### src/rpmc_pkg.sv
package rpmc_pkg;

    ////////////////////////////////////////////////////////////////////////////
    // Widths and counts of the watchdogs
    localparam int BWD_W        = 16;
    localparam int MCW_NARROW_W = 16;
    localparam int MCW_WIDE_W   = 32;
    localparam int MCW_NUM      = 2;
    localparam int MCW_CNT      = 3;

    ////////////////////////////////////////////////////////////////////////////
    // Timing
    localparam int CLK_PERIOD_NS = 100;
    localparam int RST_HOLD_NS   = 1000;
    localparam int RST_HOLD_W    = 4;
    localparam logic [RST_HOLD_W-1:0] RST_HOLD_CYC =
        RST_HOLD_W'((RST_HOLD_NS + CLK_PERIOD_NS - 1) / CLK_PERIOD_NS);
    localparam logic [RST_HOLD_W-1:0] RST_HOLD_RST = 4'h0;

    ////////////////////////////////////////////////////////////////////////////
    // Reset cause record, bit positions
    localparam int CAUSE_W     = 7;
    localparam int CAUSE_SUPPLY = 0;
    localparam int CAUSE_PIN   = 1;
    localparam int CAUSE_BWD   = 2;
    localparam int CAUSE_MCW   = 3;
    localparam int CAUSE_SW    = 4;
    localparam int CAUSE_FAULT = 5;
    localparam int CAUSE_HIB   = 6;
    localparam logic [CAUSE_W-1:0] CAUSE_RST = 7'h00;

    ////////////////////////////////////////////////////////////////////////////
    // Modes
    typedef enum logic [1:0] {
        RPMC_SYS_RUN  = 2'h0,
        RPMC_SYS_DEEP = 2'h1,
        RPMC_SYS_HIB  = 2'h3
    } rpmc_sys_mode_t;

    typedef enum logic [1:0] {
        RPMC_WD_OFF       = 2'h0,
        RPMC_WD_INT       = 2'h1,
        RPMC_WD_RESET     = 2'h2,
        RPMC_WD_INT_RESET = 2'h3
    } rpmc_wd_mode_t;

endpackage

### src/rpmc_top.sv
`timescale 1ns/1ps
// What this block does
// - Hold reset until supply reaches operating level
// - Reset when digital supply drops too low
// - External reset pin low resets, high idles
// - Unserviced watchdog timeout resets the device
// - Software request causes full device reset
// - Protection fault gives interrupt or reset
// - Hibernate freezes state, wakeup leaves through reset
// - Pin, supply and power-on resets act asynchronously, internal sources on the clock
// - Cause record survives reset for software
// - Basic watchdog: 16-bit counter on slow oscillator
// - Each multi watchdog: two 16-bit, one 32-bit
// - Every 16-bit watchdog counter can reset device
// - Every watchdog counter interrupts on match
// - Basic watchdog wakes in all low modes
// - Multi watchdogs on selectable clock, not hibernate
// - CPU sleep halts code, system stays running
// - CPU deep sleep halts, requests system deep sleep
// - System deep sleep only after both CPUs
// - Reduced voltage mode restricts clock speeds
module rpmc_top
    import rpmc_pkg::*;
(
    input  wire logic                                  sys_clk_in,
    input  wire logic                                  resetn_in,
    input  wire logic                                  supply_ok_in,
    input  wire logic                                  supply_drop_detector_in,
    input  wire logic                                  external_reset_pin_n_in,
    input  wire logic                                  sw_reset_req_in,
    input  wire logic                                  prot_fault_in,
    input  wire logic                                  fault_reset_en_in,
    input  wire logic [CAUSE_W-1:0]                    cause_clear_in,
    input  wire logic                                  low_speed_osc_tick_in,
    input  wire logic                                  watch_crystal_osc_tick_in,
    input  wire logic                                  low_freq_clock_sel_in,
    input  wire logic                                  bwd_enable_in,
    input  wire logic                                  bwd_service_in,
    input  wire logic [BWD_W-1:0]                      bwd_match_in,
    input  wire logic [1:0]                            bwd_mode_in,
    input  wire logic [MCW_NUM-1:0]                    mcw_enable_in,
    input  wire logic [MCW_NUM*MCW_CNT-1:0]            mcw_service_in,
    input  wire logic [MCW_NUM*2-1:0][MCW_NARROW_W-1:0] mcw_narrow_match_in,
    input  wire logic [MCW_NUM-1:0][MCW_WIDE_W-1:0]    mcw_wide_match_in,
    input  wire logic [MCW_NUM*MCW_CNT-1:0][1:0]       mcw_mode_in,
    input  wire logic [1:0]                            cpu_sleep_req_in,
    input  wire logic [1:0]                            cpu_deep_sleep_req_in,
    input  wire logic                                  hibernate_req_in,
    input  wire logic                                  reduced_voltage_sel_in,
    input  wire logic                                  wake_int_in,
    input  wire logic                                  hib_wake_in,
    output logic                                       sys_reset_n_out,
    output logic [CAUSE_W-1:0]                         reset_cause_out,
    output logic                                       fault_int_out,
    output logic                                       bwd_int_out,
    output logic [MCW_NUM*MCW_CNT-1:0]                 mcw_int_out,
    output logic [1:0]                                 cpu_halt_out,
    output logic [1:0]                                 sys_deep_req_out,
    output logic [1:0]                                 sys_mode_out,
    output logic                                       hs_clk_en_out,
    output logic                                       io_freeze_out,
    output logic                                       reduced_voltage_mode_out,
    output logic                                       clk_speed_limit_out
);

    ////////////////////////////////////////////////////////////////////////////
    // Reset combination

    logic                  hard_rst_n;
    logic                  core_rst_n;
    logic                  soft_req;
    logic                  hib_wake_evt;
    logic                  bwd_rst;
    logic [MCW_NUM*MCW_CNT-1:0] mcw_rst;
    logic                  bwd_int;
    logic                  wake_any;
    logic [RST_HOLD_W-1:0] hold_q;
    logic [1:0]            rel_q;
    logic [CAUSE_W-1:0]    cause_q;
    logic [CAUSE_W-1:0]    cause_set;
    rpmc_sys_mode_t        mode_q;
    rpmc_sys_mode_t        mode_d;
    logic [1:0]            cpu_ds_q;
    logic [1:0]            cpu_halt_q;
    logic                  fault_int_q;
    logic                  freeze_q;
    logic                  hs_en_q;
    logic                  reduced_q;

    // Pin, supply and power-on sources clear the reset flops without a clock
    assign hard_rst_n = resetn_in && supply_ok_in && !supply_drop_detector_in
                        && external_reset_pin_n_in;

    assign hib_wake_evt = (mode_q == RPMC_SYS_HIB) && (hib_wake_in || bwd_int);

    assign soft_req = bwd_rst || (|mcw_rst) || sw_reset_req_in
                      || (prot_fault_in && fault_reset_en_in) || hib_wake_evt;

    // Stretch keeps a short internal request from giving a runt reset
    always_ff @(posedge sys_clk_in or negedge hard_rst_n) begin
        if (!hard_rst_n) begin
            hold_q <= RST_HOLD_RST;
        end else if (soft_req) begin
            hold_q <= RST_HOLD_CYC;
        end else if (hold_q != RST_HOLD_RST) begin
            hold_q <= hold_q - RST_HOLD_W'(1);
        end
    end

    // Assertion is immediate on hard sources, release is always clocked
    always_ff @(posedge sys_clk_in or negedge hard_rst_n) begin
        if (!hard_rst_n) begin
            rel_q <= 2'h0;
        end else begin
            rel_q <= {rel_q[0], !(soft_req || hold_q != RST_HOLD_RST)};
        end
    end

    assign core_rst_n      = rel_q[1];
    assign sys_reset_n_out = rel_q[1];

    ////////////////////////////////////////////////////////////////////////////
    // Cause record, cleared by the power-on reset and by cause_clear_in

    always_comb begin
        cause_set               = CAUSE_RST;
        cause_set[CAUSE_SUPPLY] = !supply_ok_in || supply_drop_detector_in;
        cause_set[CAUSE_PIN]    = !external_reset_pin_n_in;
        cause_set[CAUSE_BWD]    = bwd_rst;
        cause_set[CAUSE_MCW]    = |mcw_rst;
        cause_set[CAUSE_SW]     = sw_reset_req_in;
        cause_set[CAUSE_FAULT]  = prot_fault_in && fault_reset_en_in;
        cause_set[CAUSE_HIB]    = hib_wake_evt;
    end

    // Set wins over a clear in the same cycle
    always_ff @(posedge sys_clk_in or negedge resetn_in) begin
        if (!resetn_in) begin
            cause_q <= CAUSE_RST;
        end else begin
            cause_q <= (cause_q & ~cause_clear_in) | cause_set;
        end
    end

    assign reset_cause_out = cause_q;

    ////////////////////////////////////////////////////////////////////////////
    // Watchdogs

    logic [MCW_NUM*MCW_CNT-1:0] mcw_int;
    logic                        mcw_tick;
    logic                        mcw_run;

    // Wide counters interrupt only
    function automatic rpmc_wd_mode_t wide_mode(input logic [1:0] m);
        wide_mode = m[0] ? RPMC_WD_INT : RPMC_WD_OFF;
    endfunction

    assign mcw_tick = low_freq_clock_sel_in ? watch_crystal_osc_tick_in
                                            : low_speed_osc_tick_in;
    assign mcw_run  = (mode_q != RPMC_SYS_HIB);

    rpmc_wd_counter #(.W(BWD_W)) u_basic_watchdog (
        .sys_clk_in    (sys_clk_in),
        .rst_n_in      (core_rst_n),
        .tick_in       (low_speed_osc_tick_in),
        .enable_in     (bwd_enable_in),
        .service_in    (bwd_service_in),
        .match_in      (bwd_match_in),
        .mode_in       (rpmc_wd_mode_t'(bwd_mode_in)),
        .count_out     (),
        .int_out       (bwd_int),
        .reset_req_out (bwd_rst)
    );

    for (genvar i = 0; i < MCW_NUM; i++) begin : g_mcw
        for (genvar j = 0; j < 2; j++) begin : g_narrow
            rpmc_wd_counter #(.W(MCW_NARROW_W)) u_narrow (
                .sys_clk_in    (sys_clk_in),
                .rst_n_in      (core_rst_n),
                .tick_in       (mcw_tick),
                .enable_in     (mcw_enable_in[i] && mcw_run),
                .service_in    (mcw_service_in[i*MCW_CNT+j]),
                .match_in      (mcw_narrow_match_in[i*2+j]),
                .mode_in       (rpmc_wd_mode_t'(mcw_mode_in[i*MCW_CNT+j])),
                .count_out     (),
                .int_out       (mcw_int[i*MCW_CNT+j]),
                .reset_req_out (mcw_rst[i*MCW_CNT+j])
            );
        end
        rpmc_wd_counter #(.W(MCW_WIDE_W)) u_wide (
            .sys_clk_in    (sys_clk_in),
            .rst_n_in      (core_rst_n),
            .tick_in       (mcw_tick),
            .enable_in     (mcw_enable_in[i] && mcw_run),
            .service_in    (mcw_service_in[i*MCW_CNT+2]),
            .match_in      (mcw_wide_match_in[i]),
            .mode_in       (wide_mode(mcw_mode_in[i*MCW_CNT+2])),
            .count_out     (),
            .int_out       (mcw_int[i*MCW_CNT+2]),
            .reset_req_out (mcw_rst[i*MCW_CNT+2])
        );
    end

    assign bwd_int_out = bwd_int;
    assign mcw_int_out = mcw_int;
    assign wake_any    = wake_int_in || bwd_int || (|mcw_int);

    always_ff @(posedge sys_clk_in or negedge core_rst_n) begin
        if (!core_rst_n) begin
            fault_int_q <= 1'b0;
        end else begin
            fault_int_q <= prot_fault_in && !fault_reset_en_in;
        end
    end

    assign fault_int_out = fault_int_q;

    ////////////////////////////////////////////////////////////////////////////
    // Power modes

    // Deep-sleep request of a CPU stands until a wakeup
    always_ff @(posedge sys_clk_in or negedge core_rst_n) begin
        if (!core_rst_n) begin
            cpu_ds_q <= 2'h0;
        end else if (wake_any) begin
            cpu_ds_q <= 2'h0;
        end else if (mode_q == RPMC_SYS_RUN) begin
            cpu_ds_q <= cpu_ds_q | cpu_deep_sleep_req_in;
        end
    end

    always_comb begin
        mode_d = mode_q;
        case (mode_q)
            RPMC_SYS_RUN: begin
                if (hibernate_req_in) begin
                    mode_d = RPMC_SYS_HIB;
                end else if (&cpu_ds_q && !wake_any) begin
                    mode_d = RPMC_SYS_DEEP;
                end
            end
            RPMC_SYS_DEEP: begin
                if (wake_any) begin
                    mode_d = RPMC_SYS_RUN;
                end
            end
            // Hibernate is left only through the device reset
            RPMC_SYS_HIB: begin
                mode_d = RPMC_SYS_HIB;
            end
            default: begin
                mode_d = RPMC_SYS_RUN;
            end
        endcase
    end

    always_ff @(posedge sys_clk_in or negedge core_rst_n) begin
        if (!core_rst_n) begin
            mode_q <= RPMC_SYS_RUN;
        end else begin
            mode_q <= mode_d;
        end
    end

    always_ff @(posedge sys_clk_in or negedge core_rst_n) begin
        if (!core_rst_n) begin
            cpu_halt_q <= 2'h0;
        end else begin
            cpu_halt_q <= cpu_sleep_req_in | cpu_ds_q
                          | {2{mode_d != RPMC_SYS_RUN}};
        end
    end

    always_ff @(posedge sys_clk_in or negedge core_rst_n) begin
        if (!core_rst_n) begin
            freeze_q <= 1'b0;
            hs_en_q  <= 1'b1;
        end else begin
            freeze_q <= (mode_d == RPMC_SYS_HIB);
            hs_en_q  <= (mode_d == RPMC_SYS_RUN);
        end
    end

    // Core voltage only changes while running, never across sleep
    always_ff @(posedge sys_clk_in or negedge core_rst_n) begin
        if (!core_rst_n) begin
            reduced_q <= 1'b0;
        end else if (mode_q == RPMC_SYS_RUN) begin
            reduced_q <= reduced_voltage_sel_in;
        end
    end

    assign cpu_halt_out             = cpu_halt_q;
    assign sys_deep_req_out         = cpu_ds_q;
    assign sys_mode_out             = mode_q;
    assign hs_clk_en_out            = hs_en_q;
    assign io_freeze_out            = freeze_q;
    assign reduced_voltage_mode_out = reduced_q;
    assign clk_speed_limit_out      = reduced_q;

    ////////////////////////////////////////////////////////////////////////////
    // Checks

    a_soft_reset_asserts: assert property (
        @(posedge sys_clk_in) disable iff (!hard_rst_n)
        sw_reset_req_in && core_rst_n |-> ##2 !sys_reset_n_out
    ) else $error("software request did not reset the device");

    a_reset_held_stretch: assert property (
        @(posedge sys_clk_in) disable iff (!hard_rst_n)
        (hold_q != RST_HOLD_RST) |=> ##1 !sys_reset_n_out
    ) else $error("reset released while stretch still counting");

    a_deep_needs_both: assert property (
        @(posedge sys_clk_in) disable iff (!core_rst_n)
        (mode_q == RPMC_SYS_DEEP) && ($past(mode_q) == RPMC_SYS_RUN) |-> $past(&cpu_ds_q)
    ) else $error("deep sleep entered without both CPUs");

    a_hib_wake_reset: assert property (
        @(posedge sys_clk_in) disable iff (!hard_rst_n)
        core_rst_n && (mode_q == RPMC_SYS_HIB) && hib_wake_in |-> ##2 !sys_reset_n_out
    ) else $error("hibernate wakeup did not reset");

    a_hib_freeze_io: assert property (
        @(posedge sys_clk_in) disable iff (!core_rst_n)
        $rose(mode_q == RPMC_SYS_HIB) |-> io_freeze_out && !hs_clk_en_out
    ) else $error("hibernate without frozen I/O");

    a_fault_to_int: assert property (
        @(posedge sys_clk_in) disable iff (!core_rst_n)
        prot_fault_in && !fault_reset_en_in |=> fault_int_out && sys_reset_n_out
    ) else $error("fault without interrupt");

    a_cause_retained: assert property (
        @(posedge sys_clk_in) disable iff (!resetn_in)
        cause_q[CAUSE_SW] && !cause_clear_in[CAUSE_SW] |=> cause_q[CAUSE_SW]
    ) else $error("cause bit lost");

    a_sleep_halts_cpu: assert property (
        @(posedge sys_clk_in) disable iff (!core_rst_n)
        cpu_sleep_req_in[0] |=> cpu_halt_out[0] && (mode_q != RPMC_SYS_DEEP || $past(&cpu_ds_q))
    ) else $error("CPU sleep did not halt");

    a_limit_follows_sel: assert property (
        @(posedge sys_clk_in) disable iff (!core_rst_n)
        mode_q == RPMC_SYS_RUN |=> clk_speed_limit_out == $past(reduced_voltage_sel_in)
    ) else $error("clock limit does not follow voltage choice");

    c_deep_sleep: cover property (
        @(posedge sys_clk_in) disable iff (!core_rst_n)
        $rose(mode_q == RPMC_SYS_DEEP) ##[1:50] (mode_q == RPMC_SYS_RUN)
    );

    c_hib_wake: cover property (
        @(posedge sys_clk_in) disable iff (!hard_rst_n)
        (mode_q == RPMC_SYS_HIB) && hib_wake_in
    );

    c_fault_reset: cover property (
        @(posedge sys_clk_in) disable iff (!hard_rst_n)
        prot_fault_in && fault_reset_en_in
    );

endmodule

### src/rpmc_wd_counter.sv
`timescale 1ns/1ps
module rpmc_wd_counter
    import rpmc_pkg::*;
#(
    parameter int W = 16
) (
    input  wire logic          sys_clk_in,
    input  wire logic          rst_n_in,
    input  wire logic          tick_in,
    input  wire logic          enable_in,
    input  wire logic          service_in,
    input  wire logic [W-1:0]  match_in,
    input  wire rpmc_wd_mode_t mode_in,
    output logic      [W-1:0]  count_out,
    output logic               int_out,
    output logic               reset_req_out
);

    logic [W-1:0] count_q;
    logic         armed_q;
    logic         int_q;
    logic         reset_q;
    logic         match_evt;

    assign match_evt = enable_in && tick_in && (count_q == match_in);

    ////////////////////////////////////////////////////////////////////////////
    // Free-running count, restarted by service or by a match
    always_ff @(posedge sys_clk_in or negedge rst_n_in) begin
        if (!rst_n_in) begin
            count_q <= '0;
        end else if (service_in) begin
            count_q <= '0;
        end else if (match_evt) begin
            count_q <= '0;
        end else if (enable_in && tick_in) begin
            count_q <= count_q + W'(1);
        end
    end

    // First match only warns when both interrupt and reset are enabled
    always_ff @(posedge sys_clk_in or negedge rst_n_in) begin
        if (!rst_n_in) begin
            armed_q <= 1'b0;
        end else if (service_in) begin
            armed_q <= 1'b0;
        end else if (match_evt) begin
            armed_q <= 1'b1;
        end
    end

    always_ff @(posedge sys_clk_in or negedge rst_n_in) begin
        if (!rst_n_in) begin
            int_q <= 1'b0;
        end else begin
            int_q <= match_evt && mode_in[0];
        end
    end

    // Held until the device reset clears this counter
    always_ff @(posedge sys_clk_in or negedge rst_n_in) begin
        if (!rst_n_in) begin
            reset_q <= 1'b0;
        end else if (match_evt && (mode_in == RPMC_WD_RESET ||
                   (mode_in == RPMC_WD_INT_RESET && armed_q))) begin
            reset_q <= 1'b1;
        end
    end

    assign count_out     = count_q;
    assign int_out       = int_q;
    assign reset_req_out = reset_q;

    ////////////////////////////////////////////////////////////////////////////
    a_service_restart: assert property (
        @(posedge sys_clk_in) disable iff (!rst_n_in)
        service_in |=> (count_q == '0) && !armed_q
    ) else $error("service did not restart the watchdog count");

    a_match_raises_int: assert property (
        @(posedge sys_clk_in) disable iff (!rst_n_in)
        match_evt && (mode_in == RPMC_WD_INT) ##1 !match_evt |-> int_out ##1 !int_out
    ) else $error("match did not give a one-cycle interrupt");

    a_timeout_resets: assert property (
        @(posedge sys_clk_in) disable iff (!rst_n_in)
        match_evt && (mode_in == RPMC_WD_RESET) |=> reset_req_out [*2]
    ) else $error("timeout without reset request");

    c_timeout_reset: cover property (
        @(posedge sys_clk_in) disable iff (!rst_n_in)
        $rose(reset_req_out)
    );

endmodule

### config.mk
export PLATFORM = sky130hd
export DESIGN_NAME = rpmc_top
export DESIGN_NICKNAME = d
export VERILOG_FILES = /design/src/rpmc_pkg.sv /design/src/rpmc_top.sv /design/src/rpmc_wd_counter.sv
export SDC_FILE = /design/constraint.sdc
export NUM_CORES = 1
export LEC_CHECK = 0
export BUFFER_PORTS_ARGS = -buffer_cell sky130_fd_sc_hd__buf_2
export CAP_MARGIN = 5
export CORE_ASPECT_RATIO = 1.25
export CORE_UTILIZATION = 45
export CTS_CLUSTER_DIAMETER = 200
export DETAILED_ROUTE_END_ITERATION = 10
export HOLD_SLACK_MARGIN = 0.15
export MAX_ROUTING_LAYER = met4
export PLACE_DENSITY = 0.64
export RECOVER_POWER = 100
export SYNTH_ARGS = -nofsm -noshare
export SYNTH_HDL_FRONTEND = slang
export SYNTH_SLANG_ARGS = --single-unit
### constraint.sdc
create_clock -name sys_clk_in -period 5.83 [get_ports sys_clk_in]
set_input_delay 0.583 -clock sys_clk_in [delete_from_list [all_inputs] [get_ports sys_clk_in]]
set_output_delay 0.583 -clock sys_clk_in [all_outputs]
set_load 0.02 [all_outputs]
==> metrics.md <==
| Metric | Value |
|---|---|
| Worst path max stage delay | `1420 ps` |
| Mapped cell area | `0.0106 sq mm` |
| Vias/cell | `5.29` |
| Period utilisation layout | `0.683` |
| Die H | `174 um` |
| Largest net degree at the start of global routing | `73` |
| CTS HTree Levels | `4` |
| Antenna violations before repair | `2` |
| Critical Path End Type | `flop` |
| DRT Wirelength | `26.3 mm` |
| DP Area | `0.0119 sq mm` |
| Wire per inst | `16.0 um` |
| Synth area leader | `dfrtp_1` |
| Syn avg cell area | `9.37 sq um` |
| Buffer and inverter count on the worst path | `1` |
| Final Power | `2.77 mW` |
| First-pass GRT wire length | `43.6 mm` |
| Family with the most delay on the worst path | `compound AO/OA/AOI/OAI gates` |
| GRT overflow | `0` |
| Post-synthesis cell type count | `64` |
| Pre-Repair DR Iteration Count | `8` |
| Synth area leaders | `dfrtp_1 43%, xor2_1 12%, xnor2_1 8.8%, nor2_1 5.1%, nand2_1 3.2%` |
| Worst-Skew Late Latency | `450 ps` |
| Slew HR | `-0.203` |
| Commonest non-fill, non-tap cells in the layout | `189 x buf_2, 183 x dfrtp_1, 144 x nor2_1` |
| Unrepaired setup endpoints after global routing | `no` |
| Critical setup path kind | `flop to flop` |
| Tightest Pin Transition | `1800 ps` |
| Async S/R FF share, synth | `1.00` |
| Starting Density | `0.460` |
| Slew Viols, Final | `157` |
| Post-synth EDFFs | `0` |
| Clock Pin Slew Worst Setup and Hold Paths | `80 ps` |
| Status | `complete, but fails checks` |
| Antenna-violating nets left | `0` |
| CP max FO | `21` |
| GRT Overall Usage | `0.235` |
| Setup TNS | `0 ps` |
| Horiz. Die Dim | `139 um` |
| DRC | `18` |
| Num rows | `62` |
| CP cell instances | `xor2_1, nor4_1, nand4_1, o41ai_1, clkbuf_1, a21oi_1, a21o_1` |
| PD cells | `223 mW/mm^2` |
| Hold Crit Class | `input pin to asynchronous set/reset pin` |
| Min Tclk post-route | `3980 ps` |
| Final design utilization | `0.540` |
| Max cap viols | `4` |
| Setup Viol. Count Final | `0` |
| Startpoint Class | `flop` |
| Synthesized instance count | `1131` |
| Failing checks | `design-rule violations, max-capacitance violations, max-slew violations` |
| Leakage | `5.60 nW` |
| Layout Nets | `1539` |
| Core area | `0.0230 sq mm` |
| Number of global-route vias before repair | `8727` |
| Setup Skew | `15.7 ps` |
| IO Count | `220` |
| Crit path required time | `6160 ps` |
| CTS tree | `done` |
| Clock Path Buffers | `2` |
| YS warnings | `0` |
| Seq/Total Area, Yosys | `0.435` |
| Post-synth top area share | `0.432` |
| Most common cell after layout, fill and taps aside | `buf_2` |
| Vias | `8670` |
| Max Fclk | `251 MHz` |
| TritonCTS buffer count | `17` |
| Drt initial violations | `350` |
| Port buffer count | `217` |
| Slowest stage cell, crit path | `o41ai_1` |
| CP arrival | `4310 ps` |
| Post-Syn Nets | `1334` |
| Post-layout instance area | `0.0124 sq mm` |
| VDD IR max | `218 uV` |
| Clock Root Buffer | `clkbuf_16` |
| FF+latch count, synth | `184` |
| Clock Sinks | `184` |
| Area Growth Syn to Fin | `17.5%` |
| Fraction of layout cells with a size suffix above 1 | `0.184` |
| Most used DFF post-synth | `dfrtp_1` |
| Die ar. | `0.0242 sq mm` |
| Final hold vios | `0` |
| Routability-driven placement congestion ratio | `0.857` |
| Dpl hpwl | `20.1 mm` |
## per-layer routing
metal	vias to the layer above	part of all wire	GRT usage
met1	4133	0.44	0.280
met3	36	0.045	0.0423
li1	4306	-	-
met2	195	0.50	0.402
met4	0	0.018	0.0718
met5	-	0	-
## state kept, by name, summed over array words and instances, names as in the netlist, 4 cells and up
name / cells
g_mcw.g_narrow.u_narrow.reset_req_out: 4
reset_cause_out: 7
g_mcw.u_wide.count_out: 64
g_mcw.g_narrow.u_narrow.armed_q: 4
g_mcw.g_narrow.u_narrow.int_out: 4
u_basic_watchdog.count_out: 16
hold_q: 4
g_mcw.g_narrow.u_narrow.count_out: 64
## power by group
part	switching [mW]	internal (mW)	total, mW
clock network	0.527	0.725	1.25
registers	0.0236	1.29	1.32
logic	0.101	0.102	0.203
total	0.651	2.12	2.77
## synthesized netlist by cell type, types with 12 or more instances
| master | count |
|---|---|
| nand3_1 | 55 |
| and3_1 | 24 |
| xor2_1 | 142 |
| dfrtp_1 | 183 |
| inv_1 | 26 |
| clkbuf_1 | 12 |
| o21ai_0 | 28 |
| nor3_1 | 23 |
| or3_1 | 20 |
| nand2_1 | 91 |
| nor2_1 | 144 |
| xnor2_1 | 107 |
| a21oi_1 | 38 |
| buf_2 | 14 |
| nand4_1 | 48 |
| nor4_1 | 37 |
## cell families after synthesis
family | share of synthesized area
AND/OR/NAND/NOR | 0.250
AO/OA/AOI/OAI | 0.0674
XOR/XNOR | 0.206
flip-flops | 0.435
adder cells (fa/ha/maj) | 0.0106
buffers and inverters | 0.0283
multiplexers | 0.00248
## final cells by class
class                           instances  area [sq um]
Fill cell                            2186         10600
Multi-Input combinational cell        883          5660
Sequential cell                       184          4610
Timing Repair Buffer                  224          1090
Clock buffer                           19           433
Tap cell                              288           360
Clock inverter                         13           194
Inverter                               26          97.6
Antenna cell                            2          5.00
## worst reg2reg max path: stages (launching register included)
cell and delay [ps]:
dfrtp_1 470, xor2_1 200, nor4_1 430, nand4_1 250
o41ai_1 1420, clkbuf_1 820, a21oi_1 90, a21o_1 190
## repair_timing
item | in CTS | in global routing
buffers inserted | 0 | 0
resized for setup | 0 | 0
endpoints found under the hold margin | 10 | 0
hold buffers | 2 | 0
## stage by stage
step | hold WS [ps] | worst slack, ps | cells
floorplan | 287 | 489 | 1131
global placement | 292 | 2950 | 1603
detailed placement | 285 | 2960 | 1603
CTS | 294 | 3160 | 1637
global route | 302 | 1590 | 1639
finish | 311 | 1850 | 1639
## path summary, 6_finish.rpt
check	start	to	slack, ps	depth (start not counted)
worst max-delay path	g_mcw[1].u_wide.count_out[28]	g_mcw[1].u_wide.count_out[29]	1850	7
worst min-delay path	supply_ok_in	rel_q[1]	310	3
worst max register to register	g_mcw[1].u_wide.count_out[28]	g_mcw[1].u_wide.count_out[29]	1850	7
worst min register to register	rel_q[0]	rel_q[1]	360	0
max in group asynchronous	rel_q[1]	g_mcw[1].u_wide.count_out[18]	2850	1
min in group sys_clk_in	fault_reset_en_in	fault_int_out	310	2
(Power assumes the default switching activity.)
